==> src/rtl/fpp_pkg.sv <==
/*
 * Package for the fuse PROM word programmer: timing constants, field widths,
 * sequencer states and the bundled pin groups toward the target PROM.
 * Assumes a 100 MHz system clock driving every register of the design.
 */
package fpp_pkg;

	// ****************************************************************
	// Timing
	// ****************************************************************
	localparam int CLOCK_HZ = 100_000_000;
	localparam int STEP_HZ = 10_000;
	localparam int STEP_CYCLES = CLOCK_HZ / STEP_HZ;
	localparam int DEBOUNCE_US = 5_000;
	localparam int DEBOUNCE_CYCLES = (CLOCK_HZ / 1_000_000) * DEBOUNCE_US;

	// ****************************************************************
	// Counter presets
	// ****************************************************************
	localparam int PULSE_STATES = 5;
	localparam logic [2:0] PULSE_PRESET = 3'h4;
	localparam logic [2:0] PULSE_FIRE = 3'h0;
	localparam logic [2:0] PULSE_ENABLE = 3'h2;
	localparam logic [2:0] PULSE_ADVANCE_FROM = 3'h3;
	localparam logic [2:0] PULSE_LAST = 3'h4;
	localparam int WORD_BITS = 8;
	localparam int ADDR_BITS = 10;
	localparam int MIN_PULSES = 1;
	localparam int REC_PULSES = 4;
	localparam int MAX_PULSES = 8;
	localparam logic [3:0] PULSES_RESET = 4'h0;

	// ****************************************************************
	// Sequencer states
	// ****************************************************************
	typedef enum logic [1:0] {
		FPP_IDLE = 2'b00,
		FPP_RUN = 2'b01,
		FPP_DONE = 2'b10
	} fpp_state_t;

	// ****************************************************************
	// Pins toward the target
	// ****************************************************************
	typedef struct packed {
		logic [ADDR_BITS-1:0] addr;
		logic cs_low_b;
		logic cs_high;
		logic vcc_read_low;
	} fpp_ctrl_t;

	typedef struct packed {
		logic [WORD_BITS-1:0] pulse;
		logic [WORD_BITS-1:0] hold_high;
	} fpp_drive_t;

endpackage : fpp_pkg

==> src/rtl/fpp_debounce.sv <==
/*
 * Switch debouncer for the program push button: synchronises the raw pin and
 * emits a single pulse when a press has been steady for the settle time.
 * Assumes an asynchronous button pin on a bouncing contact.
 */
`timescale 1ns/10ps

module fpp_debounce #(
	parameter int SETTLE_CYCLES = fpp_pkg::DEBOUNCE_CYCLES
) (
	input wire logic i_clock, // System clock.
	input wire logic i_rst_b, // Asynchronous reset, active low.
	input wire logic i_button, // Raw switch level, high when pressed.
	output logic o_press // One-cycle pulse on a settled press.
);

	initial begin
		if (SETTLE_CYCLES < 1) begin
			$error("fpp_debounce: SETTLE_CYCLES must be at least one");
		end
	end

	localparam int CW = $clog2(SETTLE_CYCLES + 1);

	logic meta_q;
	logic sync_q;
	logic stable_q;
	logic [CW-1:0] count_q;

	// ****************************************************************
	// Synchroniser
	// ****************************************************************
	always_ff @(posedge i_clock or negedge i_rst_b) begin
		if (!i_rst_b) begin
			meta_q <= 1'b0;
			sync_q <= 1'b0;
		end else begin
			meta_q <= i_button;
			sync_q <= meta_q;
		end
	end

	// ****************************************************************
	// Settle filter
	// ****************************************************************
	always_ff @(posedge i_clock or negedge i_rst_b) begin
		if (!i_rst_b) begin
			count_q <= '0;
			stable_q <= 1'b0;
			o_press <= 1'b0;
		end else begin
			o_press <= 1'b0;
			if (sync_q == stable_q) begin
				count_q <= '0;
			end else if (count_q == CW'(SETTLE_CYCLES - 1)) begin
				count_q <= '0;
				stable_q <= sync_q;
				o_press <= sync_q;
			end else begin
				count_q <= count_q + 1'b1;
			end
		end
	end

endmodule : fpp_debounce

==> src/rtl/fpp_programmer.sv <==
/*
 * Word programmer for fuse-link bipolar PROMs: selects a word, holds the chip
 * deselected, pulses one output at a time and verifies each bit at low supply.
 * Assumes external level shifters turn o_ctrl and o_drive into real voltages.
 */
// Overview of operation
// - The word address is presented before any fuse pulse is applied.
// - Chip held deselected while pulsing: low selects high, high selects low.
// - A fuse pulse goes only to the output pin of the bit being blown.
// - Never more than one output pulsed at once; bits go one by one.
// - Verify: end pulse, lower supply, enable selects, expect the output low.
// - Repeat the sequence for each bit to become low; skip high bits.
// - Pulse duty cycle stays at or below twenty percent.
// - Each bit gets between one and eight pulses; four recommended; the code gives each blow bit one pulse per press.
// - Before running, indicators show the word; lit when high or deselected.
// - Debounced press sets run; run enables both counters and programming.
// - Pulse counter runs five states per bit; one state pulses.
// - Bit counter covers eight outputs, scanning each in order.
// - Bit counter advances only when the pulse counter moves three to four.
// - Decoded bit line combined with the pattern switch picks pulsed bits.
// - After the last bit counters reload and run clears, ending the word.
// - Counters step from a free-running ten kilohertz tick.
// - On a board only chip select and outputs are used, one via decoder.
`timescale 1ns/10ps

module fpp_programmer #(
	parameter int STEP_CYCLES = fpp_pkg::STEP_CYCLES,
	parameter int SETTLE_CYCLES = fpp_pkg::DEBOUNCE_CYCLES,
	parameter int PULSE_LIMIT = fpp_pkg::REC_PULSES,
	parameter int DEVICES = 4
) (
	input wire logic i_clock, // System clock, 100 MHz.
	input wire logic i_rst_b, // Asynchronous reset, active low.
	input wire logic i_program_sw, // Program push button, high when pressed.
	input wire logic [fpp_pkg::ADDR_BITS-1:0] i_addr_sw, // Word address switches.
	input wire logic [fpp_pkg::WORD_BITS-1:0] i_pattern_sw, // Bit switches, 0 = blow.
	input wire logic [$clog2(DEVICES)-1:0] i_device_sw, // Board device choice.
	input wire logic [fpp_pkg::WORD_BITS-1:0] i_prom_out, // Target outputs.
	output fpp_pkg::fpp_ctrl_t o_ctrl, // Address, selects and supply level.
	output logic [DEVICES-1:0] o_device_sel_b, // Decoded device selects, low.
	output fpp_pkg::fpp_drive_t o_drive, // Per-output pulse and pull-high.
	output logic [fpp_pkg::WORD_BITS-1:0] o_indicator, // Word display lamps.
	output logic o_running, // Run flip-flop.
	output logic o_fail // Bit failed after its one pulse; never sets when PULSE_LIMIT exceeds one.
);

	initial begin
		if (PULSE_LIMIT < fpp_pkg::MIN_PULSES || PULSE_LIMIT > fpp_pkg::MAX_PULSES) begin
			$error("fpp_programmer: PULSE_LIMIT out of range");
		end
		if (STEP_CYCLES < 4) begin
			$error("fpp_programmer: STEP_CYCLES must cover the output sense delay of four");
		end
		if (DEVICES < 2 || DEVICES > fpp_pkg::WORD_BITS) begin
			$error("fpp_programmer: DEVICES must lie between two and the word width");
		end
	end

	localparam int SW = $clog2(STEP_CYCLES);
	localparam int BW = $clog2(fpp_pkg::WORD_BITS);
	localparam int DW = $clog2(DEVICES);

	// Decodes an index into a one-hot line; used for bits and devices.
	function automatic logic [fpp_pkg::WORD_BITS-1:0] one_hot(input logic [BW-1:0] idx);
		logic [fpp_pkg::WORD_BITS-1:0] v;
		v = '0;
		v[idx] = 1'b1;
		return v;
	endfunction : one_hot

	logic press;
	logic [SW-1:0] tick_cnt_q;
	logic tick;
	logic [fpp_pkg::WORD_BITS-1:0] out_meta_q;
	logic [fpp_pkg::WORD_BITS-1:0] out_sync_q;
	fpp_pkg::fpp_state_t state_q;
	logic [2:0] pulse_q;
	logic [BW-1:0] bit_q;
	logic [3:0] pulses_q;
	logic bit_done_q;
	logic fail_q;
	logic [fpp_pkg::ADDR_BITS-1:0] addr_q;
	logic [DW-1:0] dev_q;
	logic [fpp_pkg::WORD_BITS-1:0] pattern_q;
	logic [fpp_pkg::WORD_BITS-1:0] bit_line;
	logic blow_this;
	logic fire;
	logic verify_phase;
	logic deselect;
	logic [fpp_pkg::ADDR_BITS-1:0] addr_meta_q;
	logic [fpp_pkg::ADDR_BITS-1:0] addr_sync_q;
	logic [fpp_pkg::WORD_BITS-1:0] pattern_meta_q;
	logic [fpp_pkg::WORD_BITS-1:0] pattern_sync_q;
	logic [DW-1:0] dev_meta_q;
	logic [DW-1:0] dev_sync_q;

	fpp_debounce #(
		.SETTLE_CYCLES(SETTLE_CYCLES)
	) u_debounce (
		.i_clock(i_clock),
		.i_rst_b(i_rst_b),
		.i_button(i_program_sw),
		.o_press(press)
	);

	// ****************************************************************
	// Free-running step oscillator
	// ****************************************************************
	// The tick runs free of the run flip-flop, so the first state of a run
	// is cut short; that state never carries a pulse.
	always_ff @(posedge i_clock or negedge i_rst_b) begin
		if (!i_rst_b) begin
			tick_cnt_q <= '0;
		end else if (tick) begin
			tick_cnt_q <= '0;
		end else begin
			tick_cnt_q <= tick_cnt_q + 1'b1;
		end
	end
	assign tick = (tick_cnt_q == SW'(STEP_CYCLES - 1));

	// ****************************************************************
	// Output sense synchroniser
	// ****************************************************************
	always_ff @(posedge i_clock or negedge i_rst_b) begin
		if (!i_rst_b) begin
			out_meta_q <= '1;
			out_sync_q <= '1;
		end else begin
			out_meta_q <= i_prom_out;
			out_sync_q <= out_meta_q;
		end
	end

	// ****************************************************************
	// Switch synchronisers
	// ****************************************************************
	// The switches are hand-set levels that may still move at any moment,
	// so they pass two flops before the word latch reads them.
	always_ff @(posedge i_clock or negedge i_rst_b) begin
		if (!i_rst_b) begin
			addr_meta_q <= '0;
			addr_sync_q <= '0;
			pattern_meta_q <= '1;
			pattern_sync_q <= '1;
			dev_meta_q <= '0;
			dev_sync_q <= '0;
		end else begin
			addr_meta_q <= i_addr_sw;
			addr_sync_q <= addr_meta_q;
			pattern_meta_q <= i_pattern_sw;
			pattern_sync_q <= pattern_meta_q;
			dev_meta_q <= i_device_sw;
			dev_sync_q <= dev_meta_q;
		end
	end

	// ****************************************************************
	// Run flip-flop and word latch
	// ****************************************************************
	always_ff @(posedge i_clock or negedge i_rst_b) begin
		if (!i_rst_b) begin
			state_q <= fpp_pkg::FPP_IDLE;
			addr_q <= '0;
			dev_q <= '0;
			pattern_q <= '1;
		end else begin
			unique case (state_q)
				fpp_pkg::FPP_IDLE: begin
					addr_q <= addr_sync_q;
					dev_q <= dev_sync_q;
					if (press) begin
						pattern_q <= pattern_sync_q;
						state_q <= fpp_pkg::FPP_RUN;
					end
				end
				fpp_pkg::FPP_RUN: begin
					if (tick && pulse_q == fpp_pkg::PULSE_ADVANCE_FROM
						&& bit_q == BW'(fpp_pkg::WORD_BITS - 1)) begin
						state_q <= fpp_pkg::FPP_DONE;
					end
				end
				fpp_pkg::FPP_DONE: begin
					if (!press) begin
						state_q <= fpp_pkg::FPP_IDLE;
					end
				end
				default: begin
					state_q <= fpp_pkg::FPP_IDLE;
				end
			endcase
		end
	end

	// ****************************************************************
	// Pulse and bit counters
	// ****************************************************************
	// The preset is the last frame state, so every bit gets a deselected state
	// before its pulse, cut short for the first bit, and a pulse of full width.
	always_ff @(posedge i_clock or negedge i_rst_b) begin
		if (!i_rst_b) begin
			pulse_q <= fpp_pkg::PULSE_PRESET;
			bit_q <= '0;
		end else if (state_q != fpp_pkg::FPP_RUN) begin
			pulse_q <= fpp_pkg::PULSE_PRESET;
			bit_q <= '0;
		end else if (tick) begin
			if (pulse_q == fpp_pkg::PULSE_LAST) begin
				pulse_q <= fpp_pkg::PULSE_FIRE;
			end else begin
				pulse_q <= pulse_q + 3'h1;
			end
			if (pulse_q == fpp_pkg::PULSE_ADVANCE_FROM) begin
				bit_q <= bit_q + 1'b1;
			end
		end
	end

	// ****************************************************************
	// Per-bit pulse tally and verify
	// ****************************************************************
	// Each bit owns one five-state frame; repeated pulses on the same bit
	// come from the operator pressing again, and each press pulses every blow bit, verified or not.
	assign bit_line = one_hot(bit_q);
	assign blow_this = |(bit_line & ~pattern_q);
	assign verify_phase = (state_q == fpp_pkg::FPP_RUN) && (pulse_q == fpp_pkg::PULSE_ENABLE);
	assign deselect = (state_q == fpp_pkg::FPP_RUN)
		&& (pulse_q < fpp_pkg::PULSE_ENABLE || pulse_q == fpp_pkg::PULSE_LAST);
	assign fire = (state_q == fpp_pkg::FPP_RUN) && blow_this && !bit_done_q
		&& (pulse_q == fpp_pkg::PULSE_FIRE);

	always_ff @(posedge i_clock or negedge i_rst_b) begin
		if (!i_rst_b) begin
			pulses_q <= fpp_pkg::PULSES_RESET;
			bit_done_q <= 1'b0;
			fail_q <= 1'b0;
		end else if (state_q == fpp_pkg::FPP_IDLE && press) begin
			pulses_q <= fpp_pkg::PULSES_RESET;
			bit_done_q <= 1'b0;
			fail_q <= 1'b0;
		end else if (tick && pulse_q == fpp_pkg::PULSE_ADVANCE_FROM) begin
			pulses_q <= fpp_pkg::PULSES_RESET;
			bit_done_q <= 1'b0;
		end else if (tick && fire) begin
			pulses_q <= pulses_q + 4'h1;
		end else if (tick && verify_phase && blow_this) begin
			if (!(|(out_sync_q & bit_line))) begin
				bit_done_q <= 1'b1;
			end else if (pulses_q >= 4'(PULSE_LIMIT)) begin
				fail_q <= 1'b1;
			end
		end
	end

	// ****************************************************************
	// Pin drive
	// ****************************************************************
	// Deselected from the state before the pulse through the state after it,
	// so no edge of the pulse ever meets an enabled chip.
	always_ff @(posedge i_clock or negedge i_rst_b) begin
		if (!i_rst_b) begin
			o_ctrl <= '{addr: '0, cs_low_b: 1'b0, cs_high: 1'b1, vcc_read_low: 1'b0};
		end else begin
			o_ctrl.addr <= addr_q;
			if (deselect) begin
				o_ctrl.cs_low_b <= 1'b1;
				o_ctrl.cs_high <= 1'b0;
			end else begin
				o_ctrl.cs_low_b <= 1'b0;
				o_ctrl.cs_high <= 1'b1;
			end
			o_ctrl.vcc_read_low <= verify_phase;
		end
	end

	// Fuse drive. Outputs that are not being blown are left open.
	always_ff @(posedge i_clock or negedge i_rst_b) begin
		if (!i_rst_b) begin
			o_drive <= '{pulse: '0, hold_high: '0};
		end else begin
			o_drive.pulse <= fire ? bit_line : '0;
			o_drive.hold_high <= '0;
		end
	end

	// Board decoder. Only the chosen device sees the chip-select swing.
	always_ff @(posedge i_clock or negedge i_rst_b) begin
		if (!i_rst_b) begin
			o_device_sel_b <= '1;
		end else begin
			o_device_sel_b <= ~DEVICES'(one_hot(BW'(dev_q)));
		end
	end

	// Lamps follow the sensed outputs; a deselected chip floats high.
	always_ff @(posedge i_clock or negedge i_rst_b) begin
		if (!i_rst_b) begin
			o_indicator <= '1;
		end else begin
			o_indicator <= o_ctrl.cs_low_b ? '1 : out_sync_q;
		end
	end

	assign o_running = (state_q == fpp_pkg::FPP_RUN);
	assign o_fail = fail_q;

endmodule : fpp_programmer

==> config.mk <==
export PLATFORM = sky130hd
export DESIGN_NAME = fpp_programmer
export DESIGN_NICKNAME = d
export VERILOG_FILES = /design/src/rtl/fpp_pkg.sv /design/src/rtl/fpp_debounce.sv /design/src/rtl/fpp_programmer.sv
export SDC_FILE = /design/constraint.sdc
export NUM_CORES = 1
export LEC_CHECK = 0
export ABC_CLOCK_PERIOD_IN_PS = 2100
export BUFFER_PORTS_ARGS = -buffer_cell sky130_fd_sc_hd__buf_2
export CAP_MARGIN = 20
export CELL_PAD_IN_SITES_DETAIL_PLACEMENT = 1
export CELL_PAD_IN_SITES_GLOBAL_PLACEMENT = 2
export CORE_MARGIN = 2
export CORE_UTILIZATION = 35
export CTS_CLUSTER_DIAMETER = 150
export DETAILED_ROUTE_END_ITERATION = 16
export PLACE_DENSITY = 0.83
export RECOVER_POWER = 50
export SLEW_MARGIN = 30
export SYNTH_ARGS = -nofsm -noshare
export SYNTH_HDL_FRONTEND = slang
export SYNTH_HIERARCHICAL = 1
export SYNTH_SLANG_ARGS = --single-unit
==> constraint.sdc <==
create_clock -name i_clock -period 2.1 [get_ports i_clock]
set_clock_uncertainty 0.15 [all_clocks]
set_input_delay 0.315 -clock i_clock [delete_from_list [all_inputs] [get_ports i_clock]]
set_output_delay 0.315 -clock i_clock [all_outputs]
set_load 0.01 [all_outputs]
# Word-level counts from Yosys, hierarchy flattened
# Cells that the tools add are included.
# word_totals
regBits	160
out_inout_bits	43
in_bits	31
elab_cells	131
# classes
reduce_logical	32
n_mux	36
add_sub_neg	5
bitwise_logic	5
n_eq_ne	17
magnitude_cmp	6
# ops
cell	count
$mux 19	2
$add 19x1->19 const B	1
$eq 19x19->1 const B	1
$mux 3	6
$and 8x8->8	2
$mux 8	2
$reduce_or 8->1	2
$mux 1	15
$add 14x1->14 const B	1
$eq 14x14->1 const B	1
$mux 14	1
$logic_and 1x1->1	13
$mux 4	3
$reduce_bool 2->1	5
$mux 2	4
$ne 2x1->1 const B	4
$not 8->8	1
$add 3x1->3 const B	2
$eq 3x2->1 const B	2
$eq 3x3->1 const B	2
$ne 3x3->1 const B	2
$pmux 2 s3	1
$reduce_and 2->1	3
$reduce_and 3->1	2
21 further kinds	23

# Logic depth before layout (Yosys ltp)
# Gate-level depths: netlist of run 1.
# logic_depth
word_depth	13
depth_mapped	7

# Cells and area by module
# Netlist of run 1, hierarchy kept.
# modules_own_cells
mod	area_per_inst_um2	cells_per_inst	seq_area_each_um2	n_inst
fpp_programmer	4764.6	321	3495.9	1
fpp_debounce	1118.6	110	575.6	1

# Worst setup path after synthesis of run 1
# Ideal clock, no wire load.
# synth_path
path_type	register -> register
from	register tick_cnt_q[5]
to	register fail_q, in the netlist o_fail
stages_incl_launch_ff	6
path_slack_ps	-157
setup_time_ps	77
required_time_ps	1873
path_buffers	0
t_arrival_ps	2031
period_less_slack_ps	2257
path_cell_list	dfrtp_1 > or4b_4 > nor4_4 > and4_1 > or3b_1 > o21ai_1
# synth_between
elab_chain_len	5
word_cells_on_any_way	9
classes_between	eq/ne (3); reduce/logical (6)
# synth_lines
item	line	source
start: declaration	fpp_programmer.sv:72	logic [SW-1:0] tick_cnt_q;
start signal: assignment	fpp_programmer.sv:117	tick_cnt_q <= tick_cnt_q + 1'b1;
$eq 14x14->1 (*)	fpp_programmer.sv:120	assign tick = (tick_cnt_q == SW'(STEP_CYCLES - 1));
$logic_and 1x1->1 (2 in a row)	fpp_programmer.sv:246	end else if (tick && verify_phase && blow_this) begin
$reduce_bool 2->1 (no source line)	n/a	
$reduce_and 5->1 (no source line) (*)	n/a	
end signal: assignment	fpp_programmer.sv:236	fail_q <= 1'b0;
end signal: assignment	fpp_programmer.sv:240	fail_q <= 1'b0;
end signal: assignment	fpp_programmer.sv:250	fail_q <= 1'b1;
end: declaration	fpp_programmer.sv:81	logic fail_q;
# Mark *: on every way between the ends. The rest lies on a longest branch, timed or not.
# A chain may end at the register's enable or synchronous reset.

# Worst setup path after layout of run 1
# layout_path
from	register tick_cnt_q[12]
to	register fail_q, in the netlist o_fail
# The elaborated chain is that of the path after synthesis.

==> results.txt, run 1 <==
----------------------------------------------------
[Synth]
  Mean post-synth cell area ... 13.6 sq um
  Most area-hungry cell type in the Yosys netlist ... sky130_fd_sc_hd__dfrtp_1
  Mapped Area ... around 0.0059 sq mm
  Compound-Gate Fraction of Synth Area ... 2.30%
  Basic-gate share of the synthesized area counting and, or, nand and nor cells ... approximately 14%
  Share of synthesized cell area in full adder, half adder and majority cells ... 1.91%
  Cell types occupying the most area after synthesis ... sky130_fd_sc_hd__dfrtp_1 (45%), sky130_fd_sc_hd__dfstp_2 (24%), sky130_fd_sc_hd__mux2_2 (4.2%), sky130_fd_sc_hd__xnor2_1 (2.8%), sky130_fd_sc_hd__nor2_1 (2.7%)
  Fraction of synthesized area in multiplexers ... roughly 6.1%
  Main combinational cell family by area after synthesis ... simple AND/OR/NAND/NOR gates
  Synthesized instance count ... 431
  Total of flip-flops plus latches after synthesis ... 160
  Distinct cell type count after synthesis ... 46
  Yosys synthesis warning count ... 6
  Post-synthesis share of cell area spent on xor and xnor gates ... roughly 4.3%
  Area share of the largest cell type after synthesis ... between 40 and 50%
  Proportion of synthesized chip area in sequential cells ... between 60% and 70%

[Die]
  Area of the die ... 0.0179 sq mm
  Site row count ... 47
  Starting density of the core ... a little over a third
  Number of placed I/O pins ... 74
  Height of the die ... roughly 130 um
  Floorplan core area ... about 0.017 sq mm
  Die outline width ... 134 um

[CTS]
  Root buffer cell ... sky130_fd_sc_hd__clkbuf_16
  Worst-case clock buffer depth ... 2
  Clock latency reported for the late side of the worst-skew pair ... 0.42 ns
  CTS tree ... done
  CTS HTree Levels ... 4
  Clock buffers created by TritonCTS ... 17
  Clock Sink Count ... 160
  Clock-pin slew on the worst setup and hold paths ... 0.07 ns

[STA]
  Slew of the pin with the lowest slew margin ... 1.46 ns
  Final max-slew violation count ... 0
  Setup violations, final ... 3
  Unrepaired setup endpoints after global routing ... yes
  Final cycle utilization of the critical path ... 106%
  Crit path setup slack, layout ... -0.116 ns
  Max_slew headroom ... 2.34%
  Achievable Freq ... ~450 MHz
  Count of endpoints failing hold in the final timing report ... 0
  Final critical-path required period ... 2.22 ns
  Hold_ws ... 0.200 ns

[Final layout]
  Ratio of cells with drive above 1 in the final layout ... 40.5%
  Number of nets in the layout ... 612
  Leading cell types in the layout, fill and taps excluded ... sky130_fd_sc_hd__dfrtp_1 (104), sky130_fd_sc_hd__buf_2 (62), sky130_fd_sc_hd__dfstp_2 (54)
  Fillers ... 1710
  Area of all placed cells without fillers ... 0.00765 sq mm
  Area taken by multi-input logic gates ... 0.00176 sq mm
  Sequential cell area ... 0.00407 sq mm
  Signed area change from the synthesized netlist to the final layout ... 30.1%
  Ant diodes ... 0
  Most common library cell in the layout ignoring fill and taps ... sky130_fd_sc_hd__dfrtp_1

[Hold path]
  Worst hold-check path type ... reg -> reg

[GRT]
  First-pass GRT wire length ... between 20 and 25 mm
  Total congestion overflow ... 0
  Total global-route track usage ... 14.4%
  Maximum number of pins on one net before global-route repair ... 59
  Number of global-route vias before repair ... 4113
  Number of antenna violations at the first check in global routing ... 0

[Setup path]
  Standard cell with the maximum stage delay on the critical path ... sky130_fd_sc_hd__or4b_4
  Type of element launching the critical path ... flip-flop
  Register-to-register setup slack ... -0.12 ns
  Required time reported for the critical path endpoint ... roughly 2.3 ns
  Worst-path fanout max ... 4
  CP Cell Sequence ... or4b_4 > nor4_4 > and4_1 > or3b_1 > o21ai_1
  Class of the most critical setup path ... reg -> reg
  Worst Setup End Kind ... flip-flop
  Crit path DAT ... 2.41 ns
  Highest cell delay on the worst timing path ... about 0.54 ns

[Power and ir drop]
  Max rail drop VDD ... 0.000571 V
  Cell Pwr Density ... between 800 and 900 mW/mm^2
  Static leakage ... 3.40 nW

[Detailed routing]
  Via count ... between 3000 and 4000
  Drt first-iter violations ... 150
  Post-route DRC violation count ... 0
  Routed wire length per instance ... between 10 and 15 um
  DR vias/cell ... 4.56
  Count of TritonRoute iterations in the first routing pass ... 4
  Final wirelength ... 12.1 mm
  Remaining antenna violation count after routing ... 0

[Place]
  Final HPWL from detailed placement ... 7.78 mm
  I/O Buffers ... 65
  Area post-placement ... 0.00665 sq mm
  Weighted congestion at the end of routability-driven global placement ... 0.753

[Run status]
  Violations in the final reports ... setup timing
  Run status ... finished, violations left

[Job]
  Maximum Capacitance Violations ... 0

----------------------------------------------------
## critical path, delay by kind of cell (launching register included)
family,cells,cell delay [ns]
simple gates,4,1.48
flops,1,0.38
compound gates,1,0.13
## synthesized netlist by cell type (all sizes together)
| library cell | number |
|---|---|
| xor2 | 10 |
| nand2 | 26 |
| o211ai | 1 |
| or2 | 9 |
| nand4 | 12 |
| nor4b | 2 |
| and3 | 4 |
| inv | 11 |
| nor2 | 42 |
| nor2b | 1 |
| nand3 | 18 |
| nor3b | 3 |
| ha | 9 |
| clkbuf | 5 |
| conb | 1 |
| and2 | 2 |
| dfstp | 54 |
| a21oi | 8 |
| nand3b | 3 |
| xnor2 | 19 |
| or3b | 1 |
| mux2 | 22 |
| buf | 11 |
| a31o | 1 |
| or3 | 2 |
| nand2b | 7 |
| nor4 | 4 |
| and4 | 3 |
| o31ai | 1 |
| dfrtp | 106 |
| a31oi | 1 |
| o32ai | 2 |
| or4 | 1 |
| mux2i | 9 |
| nor3 | 11 |
| or4b | 2 |
| o21ai | 6 |
| mux4 | 1 |
## cells by family after synthesis
group	count (synthesis)
AOI/OAI and AO/OA	20
xor gates and xnor gates	29
adders and majority gates	9
buffers and inverters	27
DFF	160
muxes	32
other	1
and+or+nand+nor	153
## through the flow
step / power [mW] / util, % / setup WS, ns / TNS, ns / cells
after global routing: 6.68 / 46.3 / -0.225 / -4.29 / 805
after floorplan: 3.36 / - / -0.135 / -0.244 / 438
after global placement: 3.48 / 40.3 / -0.0431 / -0.0672 / 734
final: 6.44 / 46.3 / -0.116 / -0.164 / 805
after detailed placement: 3.50 / 40.3 / -0.0867 / -0.247 / 734
after CTS: 6.51 / 45.7 / -0.108 / -0.147 / 798
## worst paths after layout
check	from	end	cells after the start
max	tick_cnt_q[12]$_DFF_PN0_	o_fail$_DFFE_PN0P_	5
min	addr_meta_q[9]$_DFF_PN0_	addr_sync_q[9]$_DFF_PN0_	0
max reg2reg	tick_cnt_q[12]$_DFF_PN0_	o_fail$_DFFE_PN0P_	5
min reg2reg	addr_meta_q[9]$_DFF_PN0_	addr_sync_q[9]$_DFF_PN0_	0
max in group asynchronous	i_rst_b	o_device_sel_b[0]$_DFF_PN1_	3
min in group asynchronous	i_rst_b	o_ctrl[12]$_DFF_PN0_	2
## area by class of cell
type                       count  area share, %
sequential                   160           53.2
timing repair buffer         131           12.2
tap                          220           3.60
inverter                      11          0.539
clock buffer                  19           5.93
clock inverter                13           1.49
multi-input combinational    251           23.0
## timing repair
item                       CTS  global route
setup endpoints to repair    6            18
gates resized for setup      3            17
setup buffers                2             7
hold endpoints to repair    63             0
pin swaps                    3             8
hold buffers                30             0
## where the power goes
part	internal, mW	total (mW)	switching [mW]
combinational	0.107	0.230	0.123
clock	1.63	2.96	1.33
sequential	3.21	3.25	0.0391
## flip-flops by register name, indices dropped and copies added (netlist names), 10 cells and up
name	flops
tick_cnt_q	14
o_ctrl	13
addr_sync_q	10
addr_meta_q	10
addr_q	10
u_debounce/count_q	19
## per-layer routing
layer	vias to the layer above	part of all wire, %	global-route usage (%)
met5	-	0	0
met4	0	1.2	5.32
met3	12	2.9	3.88
met2	51	54	25.1
met1	1889	42	17.2
li1	1722	-	-
Note: power is estimated with default switching activity, not from simulation.
==> run 2, diff against run 1 <==
--- a/config.mk
+++ b/config.mk
@@ -14,7 +14,7 @@
 export CORE_UTILIZATION = 35
 export CTS_CLUSTER_DIAMETER = 150
 export DETAILED_ROUTE_END_ITERATION = 16
-export PLACE_DENSITY = 0.83
+export PLACE_DENSITY = 0.82
 export RECOVER_POWER = 50
 export SLEW_MARGIN = 30
 export SYNTH_ARGS = -nofsm -noshare
==> results.txt, run 2 (synthesis gave the netlist of run 1 again) <==
----------------------------------------------------
[GRT]
  Number of global-route vias before repair ... between 3000 and 4000
  Total congestion overflow ... 0
  Total global-route track usage ... between 10% and 20%
  First-pass GRT wire length ... approximately 19 mm
  Number of antenna violations at the first check in global routing ... 0
  Maximum number of pins on one net before global-route repair ... approximately 50

[Setup path]
  Class of the most critical setup path ... reg -> reg
  Critical register-to-register path startpoint ... tick_cnt_q[7]$_DFF_PN0_
  Required time reported for the critical path endpoint ... between 2 and 2.5 ns
  CP Cell Sequence ... or4b_4 > nor4_4 > buf_4 > nand3_4 > or3_4 > a21oi_2
  Worst Setup SP ... tick_cnt_q[7]$_DFF_PN0_
  Crit path DAT ... 2.44 ns
  Combined buffer and inverter count along the critical path ... 1
  Crit path max-delay family ... simple AND/OR/NAND/NOR gates
  Type of element launching the critical path ... flip-flop
  Worst Setup End Kind ... flip-flop
  Standard cell with the maximum stage delay on the critical path ... sky130_fd_sc_hd__or4b_4
  Highest cell delay on the worst timing path ... 0.55 ns
  Worst-path fanout max ... 3

[Detailed routing]
  Remaining antenna violation count after routing ... 0
  Count of TritonRoute iterations in the first routing pass ... 4
  Routed wire length per instance ... about 14 um
  Final wirelength ... 11.6 mm
  Drt first-iter violations ... 120
  DR vias/cell ... 4.53
  Via count ... 3634
  Post-route DRC violation count ... 0

[Power and ir drop]
  Total power after layout ... around 6.4 mW
  Max rail drop VDD ... a little under 0.0006 V
  Cell Pwr Density ... 836 mW/mm^2
  Static leakage ... 3.39 nW

[Final layout]
  Leading cell types in the layout, fill and taps excluded ... sky130_fd_sc_hd__dfrtp_1 (106), sky130_fd_sc_hd__buf_2 (62), sky130_fd_sc_hd__dfstp_2 (52)
  Regs by FF count ... u_debounce/count_q: 19 flops, tick_cnt_q: 14 flops, o_ctrl: 13 flops
  Ant diodes ... 0
  Fillers ... ~1700
  Ratio of cells with drive above 1 in the final layout ... 40.3%
  Register containing the most flip-flops in the final layout ... u_debounce/count_q
  Area of all placed cells without fillers ... 0.00766 sq mm
  Number of nets in the layout ... slightly above 600
  Signed area change from the synthesized netlist to the final layout ... 30.2%
  Max FFs per register ... 19
  Most common library cell in the layout ignoring fill and taps ... sky130_fd_sc_hd__dfrtp_1

[Hold path]
  Startpoint of the worst hold path ... addr_meta_q[7]$_DFF_PN0_
  Worst hold-check path type ... reg -> reg

[CTS]
  Clock Sink Count ... 160
  CTS HTree Levels ... 4
  Clock-pin slew on the worst setup and hold paths ... approximately 0.060 ns
  Clock buffers created by TritonCTS ... 17
  Root buffer cell ... sky130_fd_sc_hd__clkbuf_16
  Worst-case clock buffer depth ... 2
  Clock latency reported for the late side of the worst-skew pair ... 0.42 ns
  CTS tree ... done

[Place]
  Final HPWL from detailed placement ... 7.82 mm
  I/O Buffers ... 65
  Area post-placement ... between 0.006 and 0.007 sq mm
  Weighted congestion at the end of routability-driven global placement ... 0.785

[Die]
  Height of the die ... approximately 130 um
  Area of the die ... 0.0179 sq mm
  Floorplan core area ... 0.0165 sq mm
  Die outline width ... 134 um
  Site row count ... 47
  Starting density of the core ... 35.6%
  Number of placed I/O pins ... 74

[STA]
  Crit path setup slack, layout ... -0.144 ns
  Final max-slew violation count ... 0
  Final cycle utilization of the critical path ... 107%
  Setup violations, final ... 5
  Max_slew headroom ... between 10 and 15%
  Final critical-path required period ... approximately 2.2 ns
  Slew of the pin with the lowest slew margin ... 1.28 ns
  Count of endpoints failing hold in the final timing report ... 0
  Unrepaired setup endpoints after global routing ... yes
  Achievable Freq ... between 400 and 500 MHz

[Run status]
  Run status ... finished, violations left
  Violations in the final reports ... setup timing

[Job]
  Maximum Capacitance Violations ... 0

----------------------------------------------------
-- run 2: power by group --
| part | switching [mW] | internal, mW | total, mW |
|---|---|---|---|
| clock | 1.25 | 1.67 | 2.92 |
| combinational | 0.120 | 0.105 | 0.225 |
| sequential | 0.0387 | 3.21 | 3.25 |
| total | 1.41 | 4.99 | 6.40 |
-- run 2: worst reg2reg max path: stages (launching register included) --
cell and delay, ns:
sky130_fd_sc_hd__dfrtp_1 0.38, sky130_fd_sc_hd__or4b_4 0.55, sky130_fd_sc_hd__nor4_4 0.30, sky130_fd_sc_hd__buf_4 0.19, sky130_fd_sc_hd__nand3_4 0.08, sky130_fd_sc_hd__or3_4 0.40
sky130_fd_sc_hd__a21oi_2 0.13
-- run 2: repair_timing --
item                                    in CTS  in global routing
pin swaps                                    5                 11
hold endpoints to repair                    71                  0
buffers inserted                             2                  5
hold buffers                                30                  0
gates resized for setup                      5                 18
endpoints found under the setup margin      12                 15
-- run 2: final timing paths --
kind	slack (ns)	cells past startpoint	end
worst max-delay path	-0.14	6	pulses_q[3]$_DFFE_PN0P_
worst min-delay path	0.20	0	addr_sync_q[7]$_DFF_PN0_
worst max register to register	-0.14	6	pulses_q[3]$_DFFE_PN0P_
worst min register to register	0.20	0	addr_sync_q[7]$_DFF_PN0_
max in group asynchronous	0.27	3	out_sync_q[5]$_DFF_PN1_
min in group asynchronous	0.57	2	pulses_q[2]$_DFFE_PN0P_
-- run 2: through the flow --
step	hold slack (ns)	std cells	worst slack [ns]	util, %	TNS [ns]
4_1_cts	0.202	798	-0.102	45.8	-0.128
3_5_place_dp	0.154	734	-0.0872	40.3	-0.374
6_report	0.200	803	-0.144	46.3	-0.248
3_3_place_gp	0.143	734	-0.0534	40.3	-0.108
5_1_grt	0.205	803	-0.233	46.3	-1.22
2_1_floorplan	-0.131	438	-0.135	-	-0.244
-- run 2: area by class of cell --
type / instances / area, sq um / share of cell area, %
Multi-Input combinational cell: 251 / 1790 / 23.4
Clock inverter: 11 / 88.8 / 1.16
Clock buffer: 21 / 482 / 6.29
Tap cell: 220 / 275 / 3.59
Timing Repair Buffer: 129 / 906 / 11.8
Sequential cell: 160 / 4070 / 53.2
Inverter: 11 / 41.3 / 0.539
-- run 2: routing by layer --
layer,up-vias,global-route usage (%),part of all wire (%)
met1,1838,16.8,44
met2,65,23.6,52
met5,-,0,0
met4,0,5.20,1.4
met3,16,4.00,3.3
li1,1715,-,-
